<file path="src/common/psff_pkg.sv">
// psff_pkg: constants for the power stage fault status block
// assumes a 32-bit AXI4-Lite register bus with byte addresses
`default_nettype none
package psff_pkg;

    // register bus geometry
    localparam int ADDR_W = 8;
    localparam int DATA_W = 32;

    // byte offsets of the registers
    localparam logic [7:0] OFF_FAULT_FLAGS = 8'hE0;
    localparam logic [7:0] OFF_IRQ_STATUS  = 8'hF0;
    localparam logic [7:0] OFF_IRQ_MASK    = 8'hF4;

    // reset values
    localparam logic [31:0] RST_FAULT_FLAGS = 32'h0000_0000;
    localparam logic [31:0] RST_IRQ_STATUS  = 32'h0000_0000;
    localparam logic [31:0] RST_IRQ_MASK    = 32'h0000_0000;

    // field positions in the fault flag word
    localparam int BIT_FAULT_SUMMARY    = 31;
    localparam int BIT_BUCK_ALARM       = 30;
    localparam int BIT_OVERCURRENT_SUM  = 28;
    localparam int BIT_SUPPLY_OV        = 26;
    localparam int BIT_THERMAL_ANY      = 25;
    localparam int BIT_THERMAL_WARN     = 23;
    localparam int BIT_THERMAL_SHUT     = 22;
    localparam int BIT_SWITCH_OC_LO     = 16; // phase a low side, up to bit 21
    localparam int BIT_OTP_ERROR        = 14;
    localparam int BIT_BUCK_OC          = 13;
    localparam int BIT_BUCK_UNDERVOLTAGE_FLAG          = 12;
    localparam int BIT_CHARGE_PUMP_UV   = 11;
    localparam int SWITCH_COUNT         = 6;

    // axi response codes
    localparam logic [1:0] RESP_OKAY   = 2'h0;
    localparam logic [1:0] RESP_SLVERR = 2'h2;

    // register select
    typedef enum logic [3:0] {
        SEL_NONE   = 4'h1,
        SEL_FLAGS  = 4'h2,
        SEL_STATUS = 4'h4,
        SEL_MASK   = 4'h8
    } psff_sel_t;

endpackage
`default_nettype wire

</file>
<file path="src/common/psff_irq_if.sv">
// psff_irq_if: carrier between the top logic and the interrupt bank
// assumes both ends run on the same aclk
`timescale 1ns/1ns
`default_nettype none
interface psff_irq_if;
    logic [31:0] event_set;  // one-cycle set pulses
    logic [31:0] clear;      // one-cycle write-one-to-clear
    logic [31:0] mask_wdata;
    logic [3:0]  mask_we;    // byte strobes
    logic [31:0] status;
    logic [31:0] mask;
    logic        irq_level;

    modport owner (output event_set, output clear, output mask_wdata, output mask_we,
                   input status, input mask, input irq_level);
    modport bank  (input event_set, input clear, input mask_wdata, input mask_we,
                   output status, output mask, output irq_level);
endinterface
`default_nettype wire

</file>
<file path="src/verilog/psff_top.sv">
// psff_top: power stage fault status register behind an AXI4-Lite slave
// assumes fault detectors drive asynchronous level inputs, high = fault
//
// Contract
// - bit 31 is the OR of all faults and is the inverse of the active-low fault pin level
// - bit 30 shows a buck regulator fault while present
// - bit 28 shows any output overcurrent
// - bit 26 shows motor supply overvoltage
// - bit 25 is set by thermal warning or thermal shutdown
// - bit 23 shows thermal warning while present
// - bit 22 shows thermal shutdown while present
// - bits 21..16 flag each switch overcurrent, phase c high down to a low
// - bit 14 shows a one-time-programmable memory error
// - bit 13 shows buck regulator overcurrent
// - bit 12 shows buck regulator output undervoltage
// - bit 11 shows charge pump undervoltage
// - register sits at offset E0h and resets to all zeros
`timescale 1ns/1ns
`default_nettype none
module psff_top
    import psff_pkg::*;
(
    input  wire logic                aclk,
    input  wire logic                aresetn,
    // axi4-lite write address
    input  wire logic [ADDR_W-1:0]   s_axi_awaddr,
    input  wire logic                s_axi_awvalid,
    output logic                     s_axi_awready,
    // axi4-lite write data
    input  wire logic [DATA_W-1:0]   s_axi_wdata,
    input  wire logic [DATA_W/8-1:0] s_axi_wstrb,
    input  wire logic                s_axi_wvalid,
    output logic                     s_axi_wready,
    // axi4-lite write response
    output logic [1:0]               s_axi_bresp,
    output logic                     s_axi_bvalid,
    input  wire logic                s_axi_bready,
    // axi4-lite read address
    input  wire logic [ADDR_W-1:0]   s_axi_araddr,
    input  wire logic                s_axi_arvalid,
    output logic                     s_axi_arready,
    // axi4-lite read data
    output logic [DATA_W-1:0]        s_axi_rdata,
    output logic [1:0]               s_axi_rresp,
    output logic                     s_axi_rvalid,
    input  wire logic                s_axi_rready,
    // fault detector levels, asynchronous
    input  wire logic                buck_regulator_alarm,
    input  wire logic                supply_overvoltage_flag,
    input  wire logic                thermal_warning_flag,
    input  wire logic                thermal_shutdown_flag,
    input  wire logic                phase_c_high_side_overcurrent,
    input  wire logic                phase_c_low_side_overcurrent,
    input  wire logic                phase_b_high_side_overcurrent,
    input  wire logic                phase_b_low_side_overcurrent,
    input  wire logic                phase_a_high_side_overcurrent,
    input  wire logic                phase_a_low_side_overcurrent,
    input  wire logic                otp_error_flag,
    input  wire logic                buck_overcurrent_flag,
    input  wire logic                buck_undervoltage_flag,
    input  wire logic                charge_pump_undervoltage_flag,
    // outputs
    output logic                     fault_indicator_pin_n,
    output logic                     irq
);

    // write and read channel states
    typedef enum logic [1:0] {
        WR_COLLECT = 2'b01,
        WR_RESP    = 2'b10
    } psff_wr_state_t;

    typedef enum logic [1:0] {
        RD_IDLE = 2'b01,
        RD_RESP = 2'b10
    } psff_rd_state_t;

    localparam int IN_W = 14;

    // address decode, shared by the read and write paths
    function automatic psff_sel_t decode(input logic [ADDR_W-1:0] addr);
        psff_sel_t sel;
        sel = SEL_NONE;
        if (addr[ADDR_W-1:2] == OFF_FAULT_FLAGS[ADDR_W-1:2]) begin
            sel = SEL_FLAGS;
        end else if (addr[ADDR_W-1:2] == OFF_IRQ_STATUS[ADDR_W-1:2]) begin
            sel = SEL_STATUS;
        end else if (addr[ADDR_W-1:2] == OFF_IRQ_MASK[ADDR_W-1:2]) begin
            sel = SEL_MASK;
        end
        return sel;
    endfunction

    logic [IN_W-1:0]   raw_in;
    logic [IN_W-1:0]   det;
    logic [31:0]       flags;
    logic [31:0]       next_flags;
    logic              pin_n;
    logic              next_pin_n;

    psff_irq_if        irq_bus ();

    // gather detector levels in a fixed order for the synchroniser
    assign raw_in = {buck_regulator_alarm,
                     supply_overvoltage_flag,
                     thermal_warning_flag,
                     thermal_shutdown_flag,
                     phase_c_high_side_overcurrent,
                     phase_c_low_side_overcurrent,
                     phase_b_high_side_overcurrent,
                     phase_b_low_side_overcurrent,
                     phase_a_high_side_overcurrent,
                     phase_a_low_side_overcurrent,
                     otp_error_flag,
                     buck_overcurrent_flag,
                     buck_undervoltage_flag,
                     charge_pump_undervoltage_flag};

    // detector levels come from analog comparators on other clocks
    psff_sync #(
        .W      (IN_W),
        .STAGES (2)
    ) u_sync (
        .aclk     (aclk),
        .aresetn  (aresetn),
        .async_in (raw_in),
        .sync_out (det)
    );

    // fault flag word; live levels, no latching in this register
    always_comb begin
        next_flags = RST_FAULT_FLAGS;
        next_flags[BIT_BUCK_ALARM]     = det[13];
        next_flags[BIT_SUPPLY_OV]      = det[12];
        next_flags[BIT_THERMAL_WARN]   = det[11];
        next_flags[BIT_THERMAL_SHUT]   = det[10];
        next_flags[BIT_SWITCH_OC_LO +: SWITCH_COUNT] = det[9:4];
        next_flags[BIT_OVERCURRENT_SUM] = |det[9:4];
        next_flags[BIT_THERMAL_ANY]    = det[11] | det[10];
        next_flags[BIT_OTP_ERROR]      = det[3];
        next_flags[BIT_BUCK_OC]        = det[2];
        next_flags[BIT_BUCK_UNDERVOLTAGE_FLAG]        = det[1];
        next_flags[BIT_CHARGE_PUMP_UV] = det[0];
        next_flags[BIT_FAULT_SUMMARY]  = |next_flags[BIT_FAULT_SUMMARY-1:0];
        // pin and bit 31 share one source so they never disagree
        next_pin_n = ~next_flags[BIT_FAULT_SUMMARY];
    end

    // flag word and fault pin registers
    always_ff @(posedge aclk) begin
        if (!aresetn) begin
            flags <= RST_FAULT_FLAGS;
            pin_n <= 1'b1;
        end else begin
            flags <= next_flags;
            pin_n <= next_pin_n;
        end
    end

    assign fault_indicator_pin_n = pin_n;

    // each fault bit rising raises a sticky interrupt status bit
    assign irq_bus.event_set = next_flags & ~flags;

    psff_irq u_irq (
        .aclk    (aclk),
        .aresetn (aresetn),
        .ib      (irq_bus.bank)
    );

    assign irq = irq_bus.irq_level;

    // write channel
    psff_wr_state_t    wr_state;
    psff_wr_state_t    next_wr_state;
    logic              aw_got;
    logic              next_aw_got;
    logic              w_got;
    logic              next_w_got;
    logic [ADDR_W-1:0] aw_addr;
    logic [ADDR_W-1:0] next_aw_addr;
    logic [31:0]       w_data;
    logic [31:0]       next_w_data;
    logic [3:0]        w_strb;
    logic [3:0]        next_w_strb;
    logic [1:0]        bresp;
    logic [1:0]        next_bresp;
    logic              aw_fire;
    logic              w_fire;
    logic [ADDR_W-1:0] eff_addr;
    logic [31:0]       eff_data;
    logic [3:0]        eff_strb;
    psff_sel_t         wr_sel;
    logic [31:0]       strb_bits;

    assign s_axi_awready = (wr_state == WR_COLLECT) && !aw_got;
    assign s_axi_wready  = (wr_state == WR_COLLECT) && !w_got;
    assign s_axi_bvalid  = (wr_state == WR_RESP);
    assign s_axi_bresp   = bresp;

    // address and data are taken in either order, then applied together
    always_comb begin
        aw_fire        = s_axi_awvalid && s_axi_awready;
        w_fire         = s_axi_wvalid && s_axi_wready;
        next_wr_state  = wr_state;
        next_aw_got    = aw_got;
        next_w_got     = w_got;
        next_aw_addr   = aw_addr;
        next_w_data    = w_data;
        next_w_strb    = w_strb;
        next_bresp     = bresp;
        eff_addr       = aw_got ? aw_addr : s_axi_awaddr;
        eff_data       = w_got ? w_data : s_axi_wdata;
        eff_strb       = w_got ? w_strb : s_axi_wstrb;
        wr_sel         = decode(eff_addr);
        for (int b = 0; b < 4; b++) begin
            strb_bits[b*8 +: 8] = {8{eff_strb[b]}};
        end
        irq_bus.clear      = '0;
        irq_bus.mask_we    = '0;
        irq_bus.mask_wdata = eff_data;
        case (wr_state)
            WR_COLLECT: begin
                if (aw_fire) begin
                    next_aw_got  = 1'b1;
                    next_aw_addr = s_axi_awaddr;
                end
                if (w_fire) begin
                    next_w_got  = 1'b1;
                    next_w_data = s_axi_wdata;
                    next_w_strb = s_axi_wstrb;
                end
                if ((aw_got || aw_fire) && (w_got || w_fire)) begin
                    next_bresp    = RESP_OKAY;
                    next_wr_state = WR_RESP;
                    case (wr_sel)
                        SEL_FLAGS: next_bresp = RESP_OKAY;
                        SEL_STATUS: irq_bus.clear = eff_data & strb_bits;
                        SEL_MASK: irq_bus.mask_we = eff_strb;
                        default: next_bresp = RESP_SLVERR;
                    endcase
                end
            end
            WR_RESP: begin
                if (s_axi_bready) begin
                    next_wr_state = WR_COLLECT;
                    next_aw_got   = 1'b0;
                    next_w_got    = 1'b0;
                end
            end
            default: begin
                next_wr_state = WR_COLLECT;
                next_aw_got   = 1'b0;
                next_w_got    = 1'b0;
            end
        endcase
    end

    // write channel registers
    always_ff @(posedge aclk) begin
        if (!aresetn) begin
            wr_state <= WR_COLLECT;
            aw_got   <= 1'b0;
            w_got    <= 1'b0;
            aw_addr  <= '0;
            w_data   <= '0;
            w_strb   <= '0;
            bresp    <= RESP_OKAY;
        end else begin
            wr_state <= next_wr_state;
            aw_got   <= next_aw_got;
            w_got    <= next_w_got;
            aw_addr  <= next_aw_addr;
            w_data   <= next_w_data;
            w_strb   <= next_w_strb;
            bresp    <= next_bresp;
        end
    end

    // read channel
    psff_rd_state_t    rd_state;
    psff_rd_state_t    next_rd_state;
    logic [31:0]       rdata;
    logic [31:0]       next_rdata;
    logic [1:0]        rresp;
    logic [1:0]        next_rresp;

    assign s_axi_arready = (rd_state == RD_IDLE);
    assign s_axi_rvalid  = (rd_state == RD_RESP);
    assign s_axi_rdata   = rdata;
    assign s_axi_rresp   = rresp;

    // read data are captured at the address handshake and held
    always_comb begin
        next_rd_state = rd_state;
        next_rdata    = rdata;
        next_rresp    = rresp;
        case (rd_state)
            RD_IDLE: begin
                if (s_axi_arvalid) begin
                    next_rd_state = RD_RESP;
                    next_rresp    = RESP_OKAY;
                    case (decode(s_axi_araddr))
                        SEL_FLAGS: next_rdata = flags;
                        SEL_STATUS: next_rdata = irq_bus.status;
                        SEL_MASK: next_rdata = irq_bus.mask;
                        default: begin
                            next_rdata = '0;
                            next_rresp = RESP_SLVERR;
                        end
                    endcase
                end
            end
            RD_RESP: begin
                if (s_axi_rready) begin
                    next_rd_state = RD_IDLE;
                end
            end
            default: next_rd_state = RD_IDLE;
        endcase
    end

    // read channel registers
    always_ff @(posedge aclk) begin
        if (!aresetn) begin
            rd_state <= RD_IDLE;
            rdata    <= '0;
            rresp    <= RESP_OKAY;
        end else begin
            rd_state <= next_rd_state;
            rdata    <= next_rdata;
            rresp    <= next_rresp;
        end
    end

endmodule // psff_top
`default_nettype wire

</file>
<file path="src/verilog/psff_sync.sv">
// psff_sync: multi-stage synchroniser for a vector of level inputs
// assumes each bit is a slow level; no bus coherency between bits
`timescale 1ns/1ns
`default_nettype none
module psff_sync #(
    parameter int W      = 13,
    parameter int STAGES = 2
) (
    input  wire logic         aclk,
    input  wire logic         aresetn,
    input  wire logic [W-1:0] async_in,
    output logic      [W-1:0] sync_out
);
    logic [W-1:0] stage [STAGES];

    // fewer than two stages would expose metastability
    if (STAGES < 2) begin : g_chk
        $error("psff_sync needs at least two stages");
    end

    // shift chain; only the last stage is read outside
    always_ff @(posedge aclk) begin
        if (!aresetn) begin
            for (int i = 0; i < STAGES; i++) stage[i] <= '0;
        end else begin
            stage[0] <= async_in;
            for (int i = 1; i < STAGES; i++) stage[i] <= stage[i-1];
        end
    end

    assign sync_out = stage[STAGES-1];
endmodule // psff_sync
`default_nettype wire

</file>
<file path="src/verilog/psff_irq.sv">
// psff_irq: sticky interrupt status with write-one-to-clear and a mask
// assumes event and clear pulses are single aclk cycles
`timescale 1ns/1ns
`default_nettype none
module psff_irq
    import psff_pkg::*;
(
    input  wire logic aclk,
    input  wire logic aresetn,
    psff_irq_if.bank  ib
);
    logic [31:0] status;
    logic [31:0] mask;
    logic        irq_q;
    logic [31:0] next_status;
    logic [31:0] next_mask;
    logic        next_irq;

    // set wins over clear so an event in the clearing cycle survives
    always_comb begin
        next_status = (status & ~ib.clear) | ib.event_set;
        next_mask   = mask;
        for (int b = 0; b < 4; b++) begin
            if (ib.mask_we[b]) begin
                next_mask[b*8 +: 8] = ib.mask_wdata[b*8 +: 8];
            end
        end
        next_irq = |(next_status & next_mask);
    end

    // state registers
    always_ff @(posedge aclk) begin
        if (!aresetn) begin
            status <= RST_IRQ_STATUS;
            mask   <= RST_IRQ_MASK;
            irq_q  <= 1'b0;
        end else begin
            status <= next_status;
            mask   <= next_mask;
            irq_q  <= next_irq;
        end
    end

    assign ib.status    = status;
    assign ib.mask      = mask;
    assign ib.irq_level = irq_q;
endmodule // psff_irq
`default_nettype wire

</file>
<file path="config.mk">
export PLATFORM = sky130hd
export DESIGN_NAME = psff_top
export DESIGN_NICKNAME = d
export VERILOG_FILES = /design/src/common/psff_pkg.sv /design/src/common/psff_irq_if.sv /design/src/verilog/psff_top.sv /design/src/verilog/psff_sync.sv /design/src/verilog/psff_irq.sv
export SDC_FILE = /design/constraint.sdc
export NUM_CORES = 1
export LEC_CHECK = 0
export BUFFER_PORTS_ARGS = -buffer_cell sky130_fd_sc_hd__buf_2
export CORE_ASPECT_RATIO = 1.1
export CORE_MARGIN = 10
export CORE_UTILIZATION = 40
export CTS_CLUSTER_SIZE = 28
export DETAILED_ROUTE_END_ITERATION = 8
export GPL_TIMING_DRIVEN = 0
export PLACE_DENSITY = 0.62
export RECOVER_POWER = 100
export SLEW_MARGIN = 20
export SYNTH_ARGS = -nofsm -noshare
export SYNTH_HDL_FRONTEND = slang
export SYNTH_HIERARCHICAL = 1
export SYNTH_SLANG_ARGS = --single-unit
</file>
<file path="constraint.sdc">
create_clock -name aclk -period 7.3 [get_ports aclk]
set_input_delay 1.46 -clock aclk [delete_from_list [all_inputs] [get_ports aclk]]
set_output_delay 1.46 -clock aclk [all_outputs]
set_load 0.02 [all_outputs]
</file>
==> flow_metrics.env <==
export IMPL_seq_area_um2=3864
export IMPL_dp_cells=1259
export IMPL_drt_iter0_markers=373
export IMPL_drv_cap=0
export IMPL_cts_tree="done"
export IMPL_clk_pin_slew_ns=0.07
export IMPL_grt_pass1_vias=6515
export IMPL_grtUsageTotal=0.1691
export IMPL_synth_top_area_frac=0.4666
export IMPL_wl_per_cell_um=17.55
export IMPL_instances_no_fill=1291
export IMPL_synth_top_family_by_area="simple AND/OR/NAND/NOR gates"
export IMPL_cts_sinks=193
export IMPL_worst_slack_ns=3.152
export IMPL_end_kind="flip-flop"
export IMPL_design_area_um2=9620
export IMPL_final_antenna_net_count=0
export IMPL_crit_family="simple AND/OR/NAND/NOR gates"
export IMPL_rows=55
export IMPL_ys_flop_type="dfxtp_1"
export IMPL_die_h_um=170.9
export IMPL_cts_max_level=4
export IMPL_area_growth_pct=16.18
export IMPL_grt_pass1_wl_mm=35.57
export IMPL_cts_hold_buf=0
export IMPL_overflow=0
export IMPL_fmax_mhz=241.1
export IMPL_initial_utilization=0.4051
export IMPL_hold_path_class="reg -> reg"
export IMPL_die_x_um=157.2
export IMPL_die_area_um2=26860
export IMPL_synth_area_um2=8280
export IMPL_p_total_uw=2307
export IMPL_ys_ff_latch=193
export IMPL_cts_path_max_buffers=2
export IMPL_nFillCells=2006
export IMPL_r2r_cells=9
export IMPL_viasPerCell=5.004
export IMPL_multi_input_area_um2=3842
export IMPL_synth_common_cells="193 x dfxtp_1, 79 x nor2_1, 78 x mux2i_1"
export IMPL_placed_cell_area_um2=9201
export IMPL_synth_xor_area_frac=0
export IMPL_hold_violations=0
export IMPL_period_share=0.5682
export IMPL_place_congestion=0.8450
export IMPL_antenna_found_initial=0
export IMPL_cp_arrival_ns=4.40
export IMPL_synthMuxAreaShare=0.1324
export IMPL_ir_worst_vdd_mv=0.1840
export IMPL_cts_resized=0
export IMPL_crit_fanout=8
export IMPL_status="finished clean"
export IMPL_synthArstFlopShare=0
export IMPL_syn_area_per_cell_um2=9.420
export IMPL_maxSlewViolCount=0
export IMPL_syn_inst=879
export IMPL_worstMarginPinSlew_ns=0.9655
export IMPL_finalSetupViolCount=0
export IMPL_grt_max_degree=17
export IMPL_drc=0
export IMPL_synthDistinctLibCells=46
export IMPL_cp_buffers_inverters=2
export IMPL_min_period_ns=4.148
export IMPL_root_buffer="clkbuf_16"
export IMPL_slowest_delay_ns=0.71
export IMPL_synth_seq_area_share=0.4666
export IMPL_worstSetupStartpointType="input pin"
export IMPL_cp_cell_sequence="buf_2 -> nand3b_4 -> or4b_2 -> a211oi_1 -> clkbuf_1 -> mux2i_1 -> o22ai_1 -> nor4_1 -> a41oi_1"
export IMPL_rsz0062_at_grt="false"
export IMPL_skew_ns=0.008300
export IMPL_critPathSlowestCell="or4b_2"
export IMPL_cp_depth=9
export IMPL_hold_depth=1
export IMPL_p_per_area_nw_per_um2=239.8
export IMPL_synth_top_area_cell="dfxtp_1"
export IMPL_vias=6460
export IMPL_post_cts_buffers=0
export IMPL_slew_headroom=0.3379
export IMPL_crit_required_ns=7.55
export IMPL_pre_cts_ws_ns=3.128
export IMPL_portBuffers=108
export IMPL_routed_wl_mm=22.65
export IMPL_synth_compound_area_share=0.1546
export IMPL_worstSetupPathType="in -> reg"
export IMPL_yosysMostFrequentCell="dfxtp_1"
export IMPL_p_leak_uw=0.003669
export IMPL_synthTopCellsByArea="dfxtp_1 47%, mux2i_1 9.4%, a21oi_1 4.2%"
export IMPL_dp_hpwl_mm=17.09
export IMPL_setup_tns_ns=0
export IMPL_yosys_warnings=6
export IMPL_drt_pass1_iter_count=7
export IMPL_cts_buffers_inserted=17
export IMPL_num_antenna_cells=0
export IMPL_synth_simple_area_share=0.1741
export IMPL_final_layout_size_suffix_gt1_frac=0.1816
export IMPL_synth_edf_count=0
export IMPL_design_core_area_um2=20440
export IMPL_io_pins=116
export IMPL_synth_fa_ha_area_frac=0
export IMPL_worst_skew_pair_late_latency_ns=0.43
export IMPL_nNetsFinal=1095
-- cells in the final DEF, fill, tap and decap left out, types with 3 or more instances in the layout --
master / instances
mux2_2: 28
nand2_1: 76
a211oi_1: 32
clkbuf_16: 17
and2_1: 18
a2111oi_0: 3
nand2b_1: 31
dfxtp_1: 193
buf_4: 16
mux2i_1: 78
a21oi_1: 70
buf_2: 85
clkinv_4: 3
nor2_1: 79
nor4_1: 7
clkbuf_1: 86
o2bb2ai_1: 32
and2_2: 22
inv_1: 40
conb_1: 17
and2_0: 4
o22ai_1: 17
or2_2: 4
nor2b_1: 21
a22o_1: 17
-- per-stage QoR --
| step | hold WS (ns) | utilization |
|---|---|---|
| global placement | 0.4151 | 0.4502 |
| global route | 0.4418 | 0.4707 |
| CTS | 0.4352 | 0.4780 |
| finish | 0.4322 | 0.4707 |
| detailed placement | 0.4200 | 0.4502 |
| floorplan | 0.4119 | - |
-- power breakdown --
| part | total, uW | switching [uW] | internal [uW] |
|---|---|---|---|
| sequential | 1120 | 21.4 | 1100 |
| clock | 911 | 395 | 515 |
| combinational | 277 | 167 | 110 |
| total | 2310 | 583 | 1720 |
-- registers in the layout, indices dropped and copies added, names as in the netlist --
name                   count
aw_addr                    6
flags                     17
u_sync/stage              28
w_strb                     4
u_irq/ib.irq_level         1
s_axi_rdata               32
u_irq/ib.mask             32
wr_state                   2
s_axi_bresp                1
w_data                    32
s_axi_rresp                1
u_irq/ib.status           32
fault_indicator_pin_n      1
w_got                      1
aw_got                     1
rd_state                   2
-- cell families (layout without fill, tap and decap cells) --
family,count (synthesis),after routing
AOI/OAI and AO/OA,182,182
other,1,17
muxes,106,106
buffers and inverters,117,257
DFF,193,193
and+or+nand+nor,280,280
-- per-layer routing --
layer  global-route usage  wire length [um]  vias up
met4              0.04882               243        0
met2               0.2773             10540      179
met1               0.2180             10370     2982
li1                     -                 -     3285
met5                    0                 0        -
met3              0.03716              1500       14
-- final cells by class --
| type | instances | area share |
|---|---|---|
| plain buffers | 77 | 0.04032 |
| clock inverters | 8 | 0.01105 |
| clock buffers | 24 | 0.04799 |
| well taps | 256 | 0.03329 |
| repair buffers | 108 | 0.05072 |
| multi-input cells | 585 | 0.3994 |
| inverters | 40 | 0.01561 |
| flip-flops and latches | 193 | 0.4016 |
-- worst register-to-register path: stages (launching register included) --
cell and delay [ns]:
dfxtp_1 0.30, buf_2 0.14, clkbuf_1 0.63, mux2i_1 0.52
a211oi_1 0.30, clkbuf_1 0.58, mux2i_1 0.34, o22ai_1 0.19
nor4_1 0.40, a41oi_1 0.27
-- path summary, 6_finish.rpt --
| kind | startpoint | end | slack, ns |
|---|---|---|---|
| max reg2reg | w_got | u_irq/ib.irq_level | 3.45 |
| max | s_axi_awaddr[5] | u_irq/ib.irq_level | 3.15 |
| min | u_sync/stage[0][10] | u_sync/stage[0][24] | 0.43 |
| min reg2reg | u_sync/stage[0][10] | u_sync/stage[0][24] | 0.43 |
Note: power is estimated with default switching activity, not from simulation.
